### src/design/bcdma_params.svh
/*
 * Register offsets, field positions and reset values for the board
 * control and DMA command register bank.
 * Assumes inclusion by bare name from the package only.
 */
`ifndef BCDMA_PARAMS_SVH
`define BCDMA_PARAMS_SVH

// ----------------------------------------------------------------------
// Register byte offsets
// ----------------------------------------------------------------------
`define BCDMA_OFF_FEATURE 8'h00
`define BCDMA_OFF_CMD_A 8'h04
`define BCDMA_OFF_CMD_B 8'h08
`define BCDMA_OFF_RXBASE_A 8'h0C
`define BCDMA_OFF_TXBASE_A 8'h10
`define BCDMA_OFF_RXBASE_B 8'h14
`define BCDMA_OFF_TXBASE_B 8'h18
`define BCDMA_OFF_CURRX_A 8'h20
`define BCDMA_OFF_CURTX_A 8'h24
`define BCDMA_OFF_CURRX_B 8'h28
`define BCDMA_OFF_CURTX_B 8'h2C
`define BCDMA_OFF_STATUS 8'h30

// ----------------------------------------------------------------------
// Feature control fields (port B is port A plus the shift, except async select: bit 25 for B, bit 24 for A)
// ----------------------------------------------------------------------
`define BCDMA_FC_SDATA 0
`define BCDMA_FC_SCLK 1
`define BCDMA_FC_SLATCH 3
`define BCDMA_FC_SYNTH_SHIFT 8
`define BCDMA_FC_ECHO 16
`define BCDMA_FC_TCMD 17
`define BCDMA_FC_TDMD 18
`define BCDMA_FC_LINE_SHIFT 4
`define BCDMA_FC_ASYNC_A 24
`define BCDMA_FC_ASYNC_B 25
`define BCDMA_FC_MASK 32'h0377_0B0B
`define BCDMA_FC_RESET 32'h0000_0000

// ----------------------------------------------------------------------
// Command register fields
// ----------------------------------------------------------------------
`define BCDMA_CMD_GO_R 0
`define BCDMA_CMD_GO_T 1
`define BCDMA_CMD_RST_R 4
`define BCDMA_CMD_RST_T 5
`define BCDMA_CMD_STOP_R 8
`define BCDMA_CMD_STOP_T 9
`define BCDMA_CMD_MRST 16

// ----------------------------------------------------------------------
// Status register fields
// ----------------------------------------------------------------------
`define BCDMA_ST_RX_STOPPED_PORT_A 0
`define BCDMA_ST_TX_STOPPED_PORT_A 1
`define BCDMA_ST_RSTOP_B 2
`define BCDMA_ST_TSTOP_B 3
`define BCDMA_ST_MDEAD 4

`define BCDMA_ZERO32 32'h0000_0000

`endif

### src/design/bcdma_pkg.sv
/*
 * Types for the board control and DMA command register bank.
 * Assumes bcdma_params.svh is on the include path.
 */
package bcdma_pkg;
    `include "bcdma_params.svh"

    // AHB-Lite slave inputs grouped together
    typedef struct packed {
        logic hsel;
        logic [31:0] haddr;
        logic [1:0] htrans;
        logic hwrite;
        logic [2:0] hsize;
        logic hready;
        logic [31:0] hwdata;
    } bcdma_ahb_in_s;

    // Per-port line controls toward the serial front end
    typedef struct packed {
        logic synth_prog_data;
        logic synth_prog_clk;
        logic synth_prog_latch;
        logic rx_enable;
        logic txclk_oe;
        logic txdata_oe;
        logic async_select;
    } bcdma_line_s;

    // One DMA section's control pulses toward the engine
    typedef struct packed {
        logic go;
        logic flush;
        logic stop;
    } bcdma_dma_cmd_s;

    // Per-section activity state
    typedef enum logic [1:0] {
        BCDMA_STOPPED = 2'b01,
        BCDMA_RUNNING = 2'b10
    } bcdma_sect_e;
endpackage

### src/design/bcdma_regs.sv
/*
 * Board control and DMA command register bank, AHB-Lite slave.
 * Assumes one 50 MHz clock, a DMA engine that reports the current
 * descriptor addresses, chain ends and a master fault, and serial
 * cores that report whether each port is transmitting.
 */
// The implementer's own choice: register access over AHB-Lite.
`timescale 1ns/1ns
module bcdma_regs (
    // Clock and reset
    input wire logic hclk,
    input wire logic hresetn,
    // AHB-Lite slave
    input wire bcdma_pkg::bcdma_ahb_in_s ahb_in,
    output logic hreadyout,
    output logic hresp,
    output logic [31:0] hrdata,
    // DMA engine side, index 0 port A, 1 port B
    input wire logic [31:0] cur_rx_desc [2],
    input wire logic [31:0] cur_tx_desc [2],
    input wire logic [1:0] rx_chain_end,
    input wire logic [1:0] tx_chain_end,
    input wire logic master_fault,
    output bcdma_pkg::bcdma_dma_cmd_s rx_cmd [2],
    output bcdma_pkg::bcdma_dma_cmd_s tx_cmd [2],
    output logic master_dma_reset,
    output logic [31:0] rx_desc_base [2],
    output logic [31:0] tx_desc_base [2],
    output logic [1:0] rx_dma_stopped_irq,
    output logic [1:0] tx_dma_stopped_irq,
    // Serial front end
    input wire logic [1:0] port_transmitting,
    output bcdma_pkg::bcdma_line_s line_ctl [2]
);
    import bcdma_pkg::*;

    // ------------------------------------------------------------------
    // Bus address phase capture
    // ------------------------------------------------------------------
    logic wr_pend_r; // Write data phase pending
    logic [7:0] wr_addr_r; // Latched write offset
    logic [31:0] feature_r; // Feature control storage
    logic [31:0] rxbase_r [2]; // Receive descriptor bases
    logic [31:0] txbase_r [2]; // Transmit descriptor bases
    bcdma_sect_e rx_st_r [2]; // Receive section state
    bcdma_sect_e tx_st_r [2]; // Transmit section state
    logic mdead_r; // Master dead flag
    logic [31:0] rd_nxt; // Read mux result
    logic addr_ok; // Valid transfer in address phase
    logic wr_cmd_a; // Command write to port A
    logic wr_cmd_b; // Command write to port B
    logic [31:0] wdata; // Data phase write data

    assign addr_ok = ahb_in.hsel && ahb_in.hready && ahb_in.htrans[1];
    assign wdata = ahb_in.hwdata;
    assign hreadyout = 1'b1; // Zero wait states
    assign hresp = 1'b0; // Always OKAY

    // Capture write address for the data phase
    always_ff @(posedge hclk or negedge hresetn) begin
        if (!hresetn) begin
            wr_pend_r <= 1'b0;
            wr_addr_r <= 8'h00;
        end else if (ahb_in.hready) begin
            wr_pend_r <= addr_ok && ahb_in.hwrite;
            wr_addr_r <= ahb_in.haddr[7:0];
        end
    end

    // ------------------------------------------------------------------
    // Read data, registered at the address phase
    // ------------------------------------------------------------------
    // Read mux; unmapped offsets read zero
    always_comb begin
        rd_nxt = `BCDMA_ZERO32;
        case (ahb_in.haddr[7:0])
            `BCDMA_OFF_FEATURE: rd_nxt = feature_r;
            `BCDMA_OFF_CMD_A: rd_nxt = `BCDMA_ZERO32;
            `BCDMA_OFF_CMD_B: rd_nxt = `BCDMA_ZERO32;
            `BCDMA_OFF_RXBASE_A: rd_nxt = rxbase_r[0];
            `BCDMA_OFF_TXBASE_A: rd_nxt = txbase_r[0];
            `BCDMA_OFF_RXBASE_B: rd_nxt = rxbase_r[1];
            `BCDMA_OFF_TXBASE_B: rd_nxt = txbase_r[1];
            `BCDMA_OFF_CURRX_A: rd_nxt = cur_rx_desc[0];
            `BCDMA_OFF_CURTX_A: rd_nxt = cur_tx_desc[0];
            `BCDMA_OFF_CURRX_B: rd_nxt = cur_rx_desc[1];
            `BCDMA_OFF_CURTX_B: rd_nxt = cur_tx_desc[1];
            `BCDMA_OFF_STATUS: begin
                rd_nxt[`BCDMA_ST_RX_STOPPED_PORT_A] = rx_st_r[0] == BCDMA_STOPPED;
                rd_nxt[`BCDMA_ST_TX_STOPPED_PORT_A] = tx_st_r[0] == BCDMA_STOPPED;
                rd_nxt[`BCDMA_ST_RSTOP_B] = rx_st_r[1] == BCDMA_STOPPED;
                rd_nxt[`BCDMA_ST_TSTOP_B] = tx_st_r[1] == BCDMA_STOPPED;
                rd_nxt[`BCDMA_ST_MDEAD] = mdead_r;
            end
            default: rd_nxt = `BCDMA_ZERO32;
        endcase
        // Forward a write still in its data phase, so that a read
        // right behind it on a pipelined bus sees the new value
        if (wr_pend_r && wr_addr_r == ahb_in.haddr[7:0]) begin
            case (wr_addr_r)
                `BCDMA_OFF_FEATURE: rd_nxt = wdata & `BCDMA_FC_MASK;
                `BCDMA_OFF_RXBASE_A: rd_nxt = wdata;
                `BCDMA_OFF_TXBASE_A: rd_nxt = wdata;
                `BCDMA_OFF_RXBASE_B: rd_nxt = wdata;
                `BCDMA_OFF_TXBASE_B: rd_nxt = wdata;
                default: ;
            endcase
        end
    end

    // Read data register, loaded on a read address phase
    always_ff @(posedge hclk or negedge hresetn) begin
        if (!hresetn) begin
            hrdata <= `BCDMA_ZERO32;
        end else if (addr_ok && !ahb_in.hwrite) begin
            hrdata <= rd_nxt;
        end
    end

    // ------------------------------------------------------------------
    // Feature control and descriptor bases
    // ------------------------------------------------------------------
    // Feature control; reserved bits held at zero
    always_ff @(posedge hclk or negedge hresetn) begin
        if (!hresetn) begin
            feature_r <= `BCDMA_FC_RESET;
        end else if (wr_pend_r && wr_addr_r == `BCDMA_OFF_FEATURE) begin
            feature_r <= wdata & `BCDMA_FC_MASK;
        end
    end

    // Descriptor base registers
    always_ff @(posedge hclk or negedge hresetn) begin
        if (!hresetn) begin
            rxbase_r[0] <= `BCDMA_ZERO32;
            rxbase_r[1] <= `BCDMA_ZERO32;
            txbase_r[0] <= `BCDMA_ZERO32;
            txbase_r[1] <= `BCDMA_ZERO32;
        end else if (wr_pend_r) begin
            case (wr_addr_r)
                `BCDMA_OFF_RXBASE_A: rxbase_r[0] <= wdata;
                `BCDMA_OFF_TXBASE_A: txbase_r[0] <= wdata;
                `BCDMA_OFF_RXBASE_B: rxbase_r[1] <= wdata;
                `BCDMA_OFF_TXBASE_B: txbase_r[1] <= wdata;
                default: ;
            endcase
        end
    end

    // ------------------------------------------------------------------
    // Command decode and DMA section state
    // ------------------------------------------------------------------
    assign wr_cmd_a = wr_pend_r && wr_addr_r == `BCDMA_OFF_CMD_A;
    assign wr_cmd_b = wr_pend_r && wr_addr_r == `BCDMA_OFF_CMD_B;

    // One pulse per written one; nothing stored, so reads give zero
    always_ff @(posedge hclk or negedge hresetn) begin
        if (!hresetn) begin
            for (int p = 0; p < 2; p++) begin
                rx_cmd[p] <= '0;
                tx_cmd[p] <= '0;
            end
            master_dma_reset <= 1'b0;
        end else begin
            // Bits 24 and 25 are not decoded at all
            rx_cmd[0].go <= wr_cmd_a && wdata[`BCDMA_CMD_GO_R];
            tx_cmd[0].go <= wr_cmd_a && wdata[`BCDMA_CMD_GO_T];
            rx_cmd[0].flush <= wr_cmd_a && wdata[`BCDMA_CMD_RST_R];
            tx_cmd[0].flush <= wr_cmd_a && wdata[`BCDMA_CMD_RST_T];
            rx_cmd[0].stop <= wr_cmd_a && wdata[`BCDMA_CMD_STOP_R];
            tx_cmd[0].stop <= wr_cmd_a && wdata[`BCDMA_CMD_STOP_T];
            rx_cmd[1].go <= wr_cmd_b && wdata[`BCDMA_CMD_GO_R];
            tx_cmd[1].go <= wr_cmd_b && wdata[`BCDMA_CMD_GO_T];
            rx_cmd[1].flush <= wr_cmd_b && wdata[`BCDMA_CMD_RST_R];
            tx_cmd[1].flush <= wr_cmd_b && wdata[`BCDMA_CMD_RST_T];
            rx_cmd[1].stop <= wr_cmd_b && wdata[`BCDMA_CMD_STOP_R];
            tx_cmd[1].stop <= wr_cmd_b && wdata[`BCDMA_CMD_STOP_T];
            // Port B bit 16 is ignored
            master_dma_reset <= wr_cmd_a && wdata[`BCDMA_CMD_MRST];
        end
    end

    // Section state per port and direction
    always_ff @(posedge hclk or negedge hresetn) begin
        if (!hresetn) begin
            for (int p = 0; p < 2; p++) begin
                rx_st_r[p] <= BCDMA_STOPPED;
                tx_st_r[p] <= BCDMA_STOPPED;
            end
        end else begin
            for (int p = 0; p < 2; p++) begin
                // Reset, stop or chain end win over go
                if (master_dma_reset || rx_cmd[p].flush ||
                    rx_cmd[p].stop || rx_chain_end[p]) begin
                    rx_st_r[p] <= BCDMA_STOPPED;
                end else if (rx_cmd[p].go) begin
                    rx_st_r[p] <= BCDMA_RUNNING;
                end
                // Same ordering for transmit
                if (master_dma_reset || tx_cmd[p].flush ||
                    tx_cmd[p].stop || tx_chain_end[p]) begin
                    tx_st_r[p] <= BCDMA_STOPPED;
                end else if (tx_cmd[p].go) begin
                    tx_st_r[p] <= BCDMA_RUNNING;
                end
            end
        end
    end

    // Stopped indications, one pulse per stop command, a cycle after it
    always_ff @(posedge hclk or negedge hresetn) begin
        if (!hresetn) begin
            rx_dma_stopped_irq <= 2'b00;
            tx_dma_stopped_irq <= 2'b00;
        end else begin
            rx_dma_stopped_irq <= {rx_cmd[1].stop, rx_cmd[0].stop};
            tx_dma_stopped_irq <= {tx_cmd[1].stop, tx_cmd[0].stop};
        end
    end

    // Master dead: fault sets, only master reset clears; set wins
    always_ff @(posedge hclk or negedge hresetn) begin
        if (!hresetn) begin
            mdead_r <= 1'b0;
        end else if (master_fault) begin
            mdead_r <= 1'b1;
        end else if (master_dma_reset) begin
            mdead_r <= 1'b0;
        end
    end

    // ------------------------------------------------------------------
    // Outputs toward engine and line drivers
    // ------------------------------------------------------------------
    always_comb begin
        for (int p = 0; p < 2; p++) begin
            rx_desc_base[p] = rxbase_r[p];
            tx_desc_base[p] = txbase_r[p];
        end
    end

    // Line controls from flops and transmit activity
    always_ff @(posedge hclk or negedge hresetn) begin
        if (!hresetn) begin
            line_ctl[0] <= '0;
            line_ctl[1] <= '0;
        end else begin
            for (int p = 0; p < 2; p++) begin
                line_ctl[p].synth_prog_data <=
                    feature_r[`BCDMA_FC_SDATA + p * `BCDMA_FC_SYNTH_SHIFT];
                line_ctl[p].synth_prog_clk <=
                    feature_r[`BCDMA_FC_SCLK + p * `BCDMA_FC_SYNTH_SHIFT];
                line_ctl[p].synth_prog_latch <=
                    feature_r[`BCDMA_FC_SLATCH + p * `BCDMA_FC_SYNTH_SHIFT];
                line_ctl[p].rx_enable <=
                    !(feature_r[`BCDMA_FC_ECHO + p * `BCDMA_FC_LINE_SHIFT]
                      && port_transmitting[p]);
                line_ctl[p].txclk_oe <=
                    !feature_r[`BCDMA_FC_TCMD + p * `BCDMA_FC_LINE_SHIFT]
                    || port_transmitting[p];
                line_ctl[p].txdata_oe <=
                    !feature_r[`BCDMA_FC_TDMD + p * `BCDMA_FC_LINE_SHIFT]
                    || port_transmitting[p];
            end
            line_ctl[0].async_select <= feature_r[`BCDMA_FC_ASYNC_A];
            line_ctl[1].async_select <= feature_r[`BCDMA_FC_ASYNC_B];
        end
    end
endmodule // bcdma_regs

### config.mk
export PLATFORM = sky130hd
export DESIGN_NAME = bcdma_regs
export DESIGN_NICKNAME = d
export VERILOG_FILES = /design/src/design/bcdma_pkg.sv /design/src/design/bcdma_regs.sv
export VERILOG_INCLUDE_DIRS = /design/src /design/src/design
export SDC_FILE = /design/constraint.sdc
export NUM_CORES = 1
export LEC_CHECK = 0
export CORE_AREA = 2 2 154 156
export DETAILED_ROUTE_END_ITERATION = 10
export DIE_AREA = 0 0 156 158
export DONT_BUFFER_PORTS = 1
export SETUP_SLACK_MARGIN = 0.05
export SLEW_MARGIN = 20
export SYNTH_ARGS = -nofsm -noshare
export SYNTH_HDL_FRONTEND = slang
export SYNTH_SLANG_ARGS = --single-unit
export TNS_END_PERCENT = 50
### constraint.sdc
create_clock -name hclk -period 3.96 [get_ports hclk]
set_input_delay 0.594 -clock hclk [delete_from_list [all_inputs] [get_ports hclk]]
set_output_delay 0.594 -clock hclk [all_outputs]
set_load 0.01 [all_outputs]
# == Word-level counts from Yosys, hierarchy flattened ==
# Cells that the tools add are included.
# word_totals
regBits,223
latchBits,0
ramBits,0
mem_bits_ro,0
input_bits,209
out_inout_bits,193
elab_cells,134
memories,0
# op_classes
add_sub_neg,0
n_mul,0
div_mod_pow,0
n_lt_le_gt_ge,0
eq_ne,20
shift,0
muxes,14
bitwise_logic,0
n_reduce_logical,58
# ops
operator,count
$pmux 27 s9,1
$pmux 32 s2,1
$pmux 5 s10,1
$eq 8x5->1 const B,6
$eq 8x6->1 const B,5
$mux 32,1
$eq 8x4->1 const B,3
$logic_and 1x1->1,23
$logic_not 8->1,2
$logic_or 1x1->1,16
$mux 2,8
$reduce_bool 2->1,5
$eq 2x1->1 const B,4
$eq 8x3->1 const B,1
$eq 8x8->1,1
$reduce_and 2->1,4
$logic_not 1->1,7
$reduce_or 4->1,1
$mux 1,2

# == Depth between registers and ports, before layout ==
# Gate-level depths: netlist of the first run.
# logic_depth
word_depth,4
ltp_mapped,8
ltp_nobuf,5

# == Worst setup path after synthesis of the first run ==
# Ideal clock, no wire load.
# synth_timing
path_type,input port to flip-flop
startpoint,input port ahb_in[39] in the netlist's numbering
endpoint,register hrdata[16]
setup_ns,0.074
arrival_time_ns,2.271
required_ns,3.886
slack_ns,1.615
cell_stages,7
path_cell_list,buf_2 or4_1 buf_2 or3_4 buf_6 o311a_1 o21ai_2
# synth_via
elab_chain_len,4
# synth_lines
item,line_no,source
"start, declared",bcdma_regs.sv:14,"input wire bcdma_pkg::bcdma_ahb_in_s ahb_in,"
$eq 8x6->1 (tied with other cells),bcdma_regs.sv:76,case (ahb_in.haddr[7:0])
$pmux 27 s9,bcdma_regs.sv:76,
$pmux 32 s2,bcdma_regs.sv:100,case (wr_addr_r)
$mux 32 (*),bcdma_regs.sv:99,if (wr_pend_r && wr_addr_r == ahb_in.haddr[7:0]) begin
"end signal, assigned",bcdma_regs.sv:114,hrdata <= `BCDMA_ZERO32;
"end signal, assigned",bcdma_regs.sv:116,hrdata <= rd_nxt;
"end, declared",bcdma_regs.sv:17,"output logic [31:0] hrdata,"
# Every way passes the cells marked *; elsewhere a longest branch is shown, timed or not.
# A chain may end at the register's enable or synchronous reset.

# == Worst setup path in the final report of the first run ==
# layout_timing
startpoint,register wr_addr_r[5]
endpoint,"register txbase_r, in the netlist tx_desc_base[50]"
# layout_via
elab_chain_len,2
# layout_lines
item,line_no,source
"start, declared",bcdma_regs.sv:41,logic [7:0] wr_addr_r;
"start signal, assigned",bcdma_regs.sv:66,wr_addr_r <= ahb_in.haddr[7:0];
$eq 8x5->1,bcdma_regs.sv:140,case (wr_addr_r)
$reduce_and 2->1 (no source line),--,
"end, declared",bcdma_regs.sv:44,logic [31:0] txbase_r [2];
# Every way passes these cells.

==> results of run 1 <==
==> layer usage <==
layer,vias up,track usage
li1,3343,-
met1,4230,0.365
met2,464,0.491
met3,82,0.0909
met4,0,0.0996
met5,-,0
==> report_power, final <==
group	total [uW]	switching, uW	leakage (uW)	internal (uW)
Sequential	2540	156	0.00275	2380
Combinational	283	121	0.00173	162
Clock	2580	946	0.000464	1630
Total	5400	1220	0.00494	4170
==> layout make-up <==
cell class | count | area share
Timing Repair Buffer | 21 | 0.0132
Inverter | 9 | 0.00282
Multi-Input combinational cell | 592 | 0.409
Clock buffer | 38 | 0.0657
Tap cell | 290 | 0.0303
Sequential cell | 223 | 0.466
Clock inverter | 10 | 0.0127
==> final timing paths <==
check / slack (ns) / to / start / cells after the start
worst max register to register: 1.29 / tx_desc_base[50] / wr_addr_r[5] / 5
worst min-delay path: -0.22 / rx_st_r[1] / hresetn / 0
worst min register to register: 0.40 / line_ctl[7] / feature_r[24] / 0
min in group hclk: 0.15 / line_ctl[3] / port_transmitting[1] / 1
worst max-delay path: 1.29 / tx_desc_base[50] / wr_addr_r[5] / 5
max in group asynchronous: 3.75 / hrdata[14] / hresetn / 0
==> what timing repair did <==
item	4_1_cts	5_1_grt
setup buffers	0	0
endpoints found under the hold margin	223	223
resized for setup	0	0
==> Yosys cell counts (all sizes together) (3+ instances only) <==
cell type	count
mux4	5
o221ai	6
mux2i	36
a32o	3
nand3	18
nand2	36
nand2b	7
and2	15
xor2	4
mux2	166
o32ai	3
a22o	7
nor2	25
dfstp	4
a22oi	55
o21a	4
a21o	4
o2bb2ai	8
a2bb2oi	11
a211oi	7
and3	4
a21oi	8
nand3b	8
or3	6
nand4	6
nor3	9
dfrtp	219
nor2b	6
o21ai	54
clkbuf	38
or4b	4
a32oi	6
a221oi	8
inv	9
nor4	11
o22ai	8
buf	30
==> per-stage QoR <==
stage	hold slack [ns]	area [sq um]	total power, uW	setup WS [ns]	util
after global routing	-0.247	12000	5560	1.23	0.520
after CTS	-0.242	12000	5430	1.31	0.520
after detailed placement	0.307	11000	2850	1.17	0.479
final	-0.223	12000	5400	1.29	0.520
after floorplan	0.298	10800	2790	1.62	-
after global placement	0.307	11000	2840	1.20	0.479
==> worst register-to-register path, delay by kind of cell, from the launching register on <==
family,cells,cell delay [ns]
DFF,1,0.40
buffers and inverters,1,0.49
and+or+nand+nor,3,1.34
muxes,1,0.33
==> state kept, by name, summed over array words and instances (netlist names) <==
name / flops
rx_cmd: 6
master_dma_reset: 1
feature_r: 14
hrdata: 32
line_ctl: 14
tx_cmd: 6
wr_pend_r: 1
rx_dma_stopped_irq: 2
tx_dma_stopped_irq: 2
tx_desc_base: 64
rx_st_r: 4
rx_desc_base: 64
wr_addr_r: 8
mdead_r: 1
tx_st_r: 4
==> cell families (layout without fill, tap and decap cells) <==
family | Yosys count | count (layout) | synth area share
xor gates and xnor gates | 5 | 5 | 0.00406
and+or+nand+nor | 167 | 167 | 0.0875
other | 2 | 2 | 0.000696
AOI/OAI and AO/OA | 211 | 211 | 0.141
buffers and inverters | 77 | 78 | 0.0313
DFF | 223 | 223 | 0.518
muxes | 207 | 207 | 0.217
==> qor.csv, run 1 <==
stage;metric;value;unit
logic_synthesis;ys.warnings.count;0;
drt;drt_wl_total;37.7;mm
logic_synthesis;synth_nets;1101;
final_layout;final_common_cell;dfrtp_1;
sta;rsz0062_at_grt;no;
place;gp_congestion;0.856;
logic_synthesis;ys_top_cells_by_area;dfrtp_1, mux2_2, a22oi_1;
clock_tree;clock-root-buffer;clkbuf_16;
worst_setup_path;crit_fanout;17;
final_layout;multiInputGateArea;4910;sq um
sta;timing.fmax;0.374;GHz
grt;grt_antenna_before_repair;0;
logic_synthesis;ys_seq_area_frac;0.518;
drt;met2_length;18.2;mm
final_layout;drive_gt1_frac;0.295;
worst_setup_path;critPathMaxStageDelay;0.59;ns
job;maxCapViolations;0;
pwr;p_per_area;450;nW/um^2
logic_synthesis;synthFlopType;dfrtp_1;
clock_tree;insertion_delay;0.52;ns
final_layout;instances_no_fill;1183;
final_layout;syn_to_final_growth;11.1;%
sta;tns;0;ns
worst_setup_path;crit_required;4.36;ns
clock_tree;numCtsBuffers;26;
drt;ant_nets;0;
die;ioPinCount;402;
logic_synthesis;synthDistinctLibCells;75;
grt;grt_pass1_vias;8400;
logic_synthesis;ys_ff_latch;223;
die;die_w;156;um
drt;drt_iter0_markers;740;
logic_synthesis;yosysTopAreaCell;dfrtp_1;
sta;tightestPinTransition;1.03;ns
place;portBuffers;0;
sta;hold_viol;219;
drt;met1Wirelength;14.7;mm
place;dp_cells;1135;
final_layout;diodes;0;
drt;drt_pre_antenna_iters;5;
drt;highest_layer;met4;
worst_setup_path;crit_arrival;3.07;ns
die;start_util;0.468;
logic_synthesis;synth_cells;892;
die;row_count;56;
logic_synthesis;syn_avg_cell_area;12.1;sq um
worst_setup_path;cp-start-kind;flop;
worst_setup_path;critPathBufInv;1;
min_path;hold_class;primary input to async pin;
grt;grt_use_total;0.294;
sta;fin_crit_sh;0.675;
grt;grt_first_pass_wirelength;54.0;mm
place;dp_hpwl;25.5;mm
worst_setup_path;path_delay_family;simple AND/OR/NAND/NOR gates;
clock_tree;tritoncts;yes;
sta;slew_headroom;0.312;
drt;dr_wl_met3;3.67;mm
worst_setup_path;worstSetupPathType;flop to flop;
drt;route.detailed.drc;0;
pwr;irDropWorstVdd;0.305;mV
sta;holdWs;-0.223;ns
logic_synthesis;synth_area;10800;sq um
sta;fin_crit;2.67;ns
logic_synthesis;synthArstFlopShare;1.00;
sta;slew_violations;0;
clock_tree;cts.sinks;223;
grt;grt_max_degree;224;
final_layout;final_cell_mix;dfrtp_1, mux2_2, a22oi_1;
die;dieHeight;158;um
drt;via_count;8119;
drt;vias_per_cell;6.86;
die;die-area;24600;sq um
clock_tree;cts_buffer_depth;3;
outcome;status;finished, violations left;
worst_setup_path;end_kind;flop;
clock_tree;h-tree-depth;1;
pwr;leakage;0.00494;uW
die;core;23100;sq um
logic_synthesis;synth_edf_count;0;
sta;setup-violations-final;0;
clock_tree;path_clk_slew;0.06;ns
logic_synthesis;netlist.area_leader.share;0.508;
final_layout;final_nets;1082;
grt;grt-ovfl-total;0;
drt;wl_per_cell;31.9;um
sta;fin_skew;0.0112;ns
worst_setup_path;crit_path_cell_trace;or4b_4, nor2_1, nand3_2, buf_4, mux2_2;
final_layout;regArea;5590;sq um
final_layout;filler_cell_count;1990;
worst_setup_path;cpMaxStageDelayCell;or4b_4;
outcome;violations;negative hold slack;
Note: power is estimated with default switching activity, not from simulation.
==> inputs of run 2 (changes only) <==
--- a/config.mk
+++ b/config.mk
@@ -6,9 +6,9 @@
 export SDC_FILE = /design/constraint.sdc
 export NUM_CORES = 1
 export LEC_CHECK = 0
-export CORE_AREA = 2 2 154 156
+export CORE_AREA = 2 2 157 159
 export DETAILED_ROUTE_END_ITERATION = 10
-export DIE_AREA = 0 0 156 158
+export DIE_AREA = 0 0 159 161
 export DONT_BUFFER_PORTS = 1
 export SETUP_SLACK_MARGIN = 0.05
 export SLEW_MARGIN = 20
==> constraint.sdc (replaced) <==
create_clock -name hclk -period 2.3 [get_ports hclk]
set_input_delay 0.345 -clock hclk [delete_from_list [all_inputs] [get_ports hclk]]
set_output_delay 0.345 -clock hclk [all_outputs]
set_load 0.01 [all_outputs]
==> qor.csv, run 2 (synthesized netlist as in run 1, its figures left out) <==
stage;metric;value;unit
final_layout;final_cell_mix;dfrtp_1, mux2_2, a22oi_1;
die;start_util;0.450;
pwr;leakage;0.00531;uW
pwr;p_int;7380;uW
drt;via_count;8293;
clock_tree;clock-root-buffer;clkbuf_16;
sta;tightestPinTransition;0.578;ns
clock_tree;numCtsBuffers;26;
worst_setup_path;end_kind;flop;
pwr;p_per_area;749;nW/um^2
drt;vias_per_cell;6.44;
grt;grt_max_degree;224;
place;portBuffers;0;
clock_tree;tritoncts;yes;
worst_setup_path;critPathMaxStageDelay;0.60;ns
pwr;power.switching;2210;uW
final_layout;drive_gt1_frac;0.300;
drt;ant_nets;0;
sta;holdWs;-0.474;ns
pwr;pwr-share-clk;0.480;
pwr;seq_power_share;0.456;
outcome;violations;negative hold slack;
grt;grt_antenna_before_repair;2;
drt;dr_wl_met3;3.47;mm
worst_setup_path;crit_fanout;8;
sta;timing.fmax;0.459;GHz
grt;grt_first_pass_wirelength;56.8;mm
place;gp_congestion;0.825;
sta;rsz0062_at_grt;yes;
sta;fin_crit;2.18;ns
drt;met1Wirelength;15.5;mm
min_path;hold_class;primary input to async pin;
drt;drt_wl_total;38.8;mm
outcome;status;finished, violations left;
drt;highest_layer;met5;
sta;fin_skew;0.00867;ns
clock_tree;insertion_delay;0.53;ns
drt;wl_per_cell;30.1;um
die;dieHeight;161;um
worst_setup_path;worstSetupPathType;flop to flop;
sta;hold_viol;223;
drt;route.detailed.drc;0;
final_layout;diodes;0;
worst_setup_path;crit_arrival;2.58;ns
final_layout;final_common_cell;dfrtp_1;
die;core;24000;sq um
worst_setup_path;ff2ff_path_depth;6;
grt;grt-ovfl-total;0;
sta;fin_crit_sh;0.947;
drt;drt_iter0_markers;674;
job;maxCapViolations;0;
worst_setup_path;crit_path_cell_trace;or4b_4, nor4_4, nand4_1, nand3_2, buf_4, o21ai_0;
clock_tree;cts_hold_buf;48;
worst_setup_path;cp-start-kind;flop;
sta;slew_headroom;0.614;
worst_setup_path;cpMaxStageDelayCell;or4b_4;
grt;grt_pass1_vias;8404;
worst_setup_path;r2r_start;wr_addr_r[6];
clock_tree;path_clk_slew;0.06;ns
clock_tree;h-tree-depth;1;
worst_setup_path;r2r_slack;0.12;ns
final_layout;syn_to_final_growth;18.6;%
die;die_w;159;um
place;dp_hpwl;25.4;mm
die;die-area;25600;sq um
drt;met2_length;18.5;mm
sta;slew_violations;0;
worst_setup_path;crit_required;2.70;ns
pwr;swShare;0.230;
die;ioPinCount;402;
sta;tns;0;ns
final_layout;final_nets;1154;
pwr;irDropWorstVdd;0.618;mV
clock_tree;cts_buffer_depth;3;
worst_setup_path;reg2reg_to;hrdata[18];
clock_tree;cts.sinks;223;
die;row_count;57;
grt;grt_use_total;0.296;
pwr;combPwrFrac;0.064;
drt;drt_pre_antenna_iters;6;
sta;setup-violations-final;0;
## run 2: cell type report
cell class	instances	area [sq um]
inverter	9	33.8
fill	2111	11200
multi-input combinational	592	4930
timing repair buffer	93	868
tap	324	405
sequential	223	5590
clock buffer	37	793
clock inverter	10	175
## run 2: worst max-delay path by stage
stage / startpoint / end / cells after the start
after floorplan: ahb_in[39] / hrdata[16] / 7
after global placement: wr_addr_r[5] / hrdata[25] / 6
after detailed placement: wr_addr_r[5] / hrdata[18] / 6
after CTS: wr_addr_r[5] / hrdata[18] / 6
after global routing: wr_addr_r[6] / hrdata[2] / 6
final: wr_addr_r[6] / hrdata[18] / 6
## run 2: repair_timing
action / CTS / global route
setup endpoints to repair: 0 / 30
resized for setup: 0 / 1
setup buffers: 0 / 1
endpoints found under the hold margin: 419 / 223
## run 2: power groups by stage
| stage | logic, uW | registers, uW | clock network, uW |
|---|---|---|---|
| 3_5_place_dp | 492 | 4430 | 0 |
| 5_1_grt | 662 | 4390 | 4830 |
| 3_3_place_gp | 483 | 4430 | 0 |
| 4_1_cts | 612 | 4360 | 4660 |
| 2_1_floorplan | 450 | 4350 | 0 |
| 6_report | 617 | 4370 | 4600 |
## run 2: layer usage
layer  up-vias  global-route usage
met5         -                   0
met4         2               0.107
met1      4292               0.384
li1       3496                   -
met3        85              0.0794
met2       418               0.479
## run 2: worst max-delay path: cells and delay by family, from the launching register on
| kind | cells | cell delay, ns |
|---|---|---|
| buffers and inverters | 1 | 0.20 |
| DFF | 1 | 0.40 |
| AOI/OAI and AO/OA | 1 | 0.11 |
| and+or+nand+nor | 4 | 1.32 |
## run 2: metrics by stage
step | cell area (sq um) | util | setup slack, ns | instances | power (uW)
after global routing | 12800 | 0.534 | 0.00861 | 1288 | 9880
after floorplan | 10800 | - | 0.204 | 892 | 4800
final | 12800 | 0.534 | 0.123 | 1288 | 9590
after CTS | 12800 | 0.533 | 0.137 | 1287 | 9640
after global placement | 11300 | 0.473 | 0.201 | 1192 | 4910
after detailed placement | 11300 | 0.473 | 0.153 | 1192 | 4930
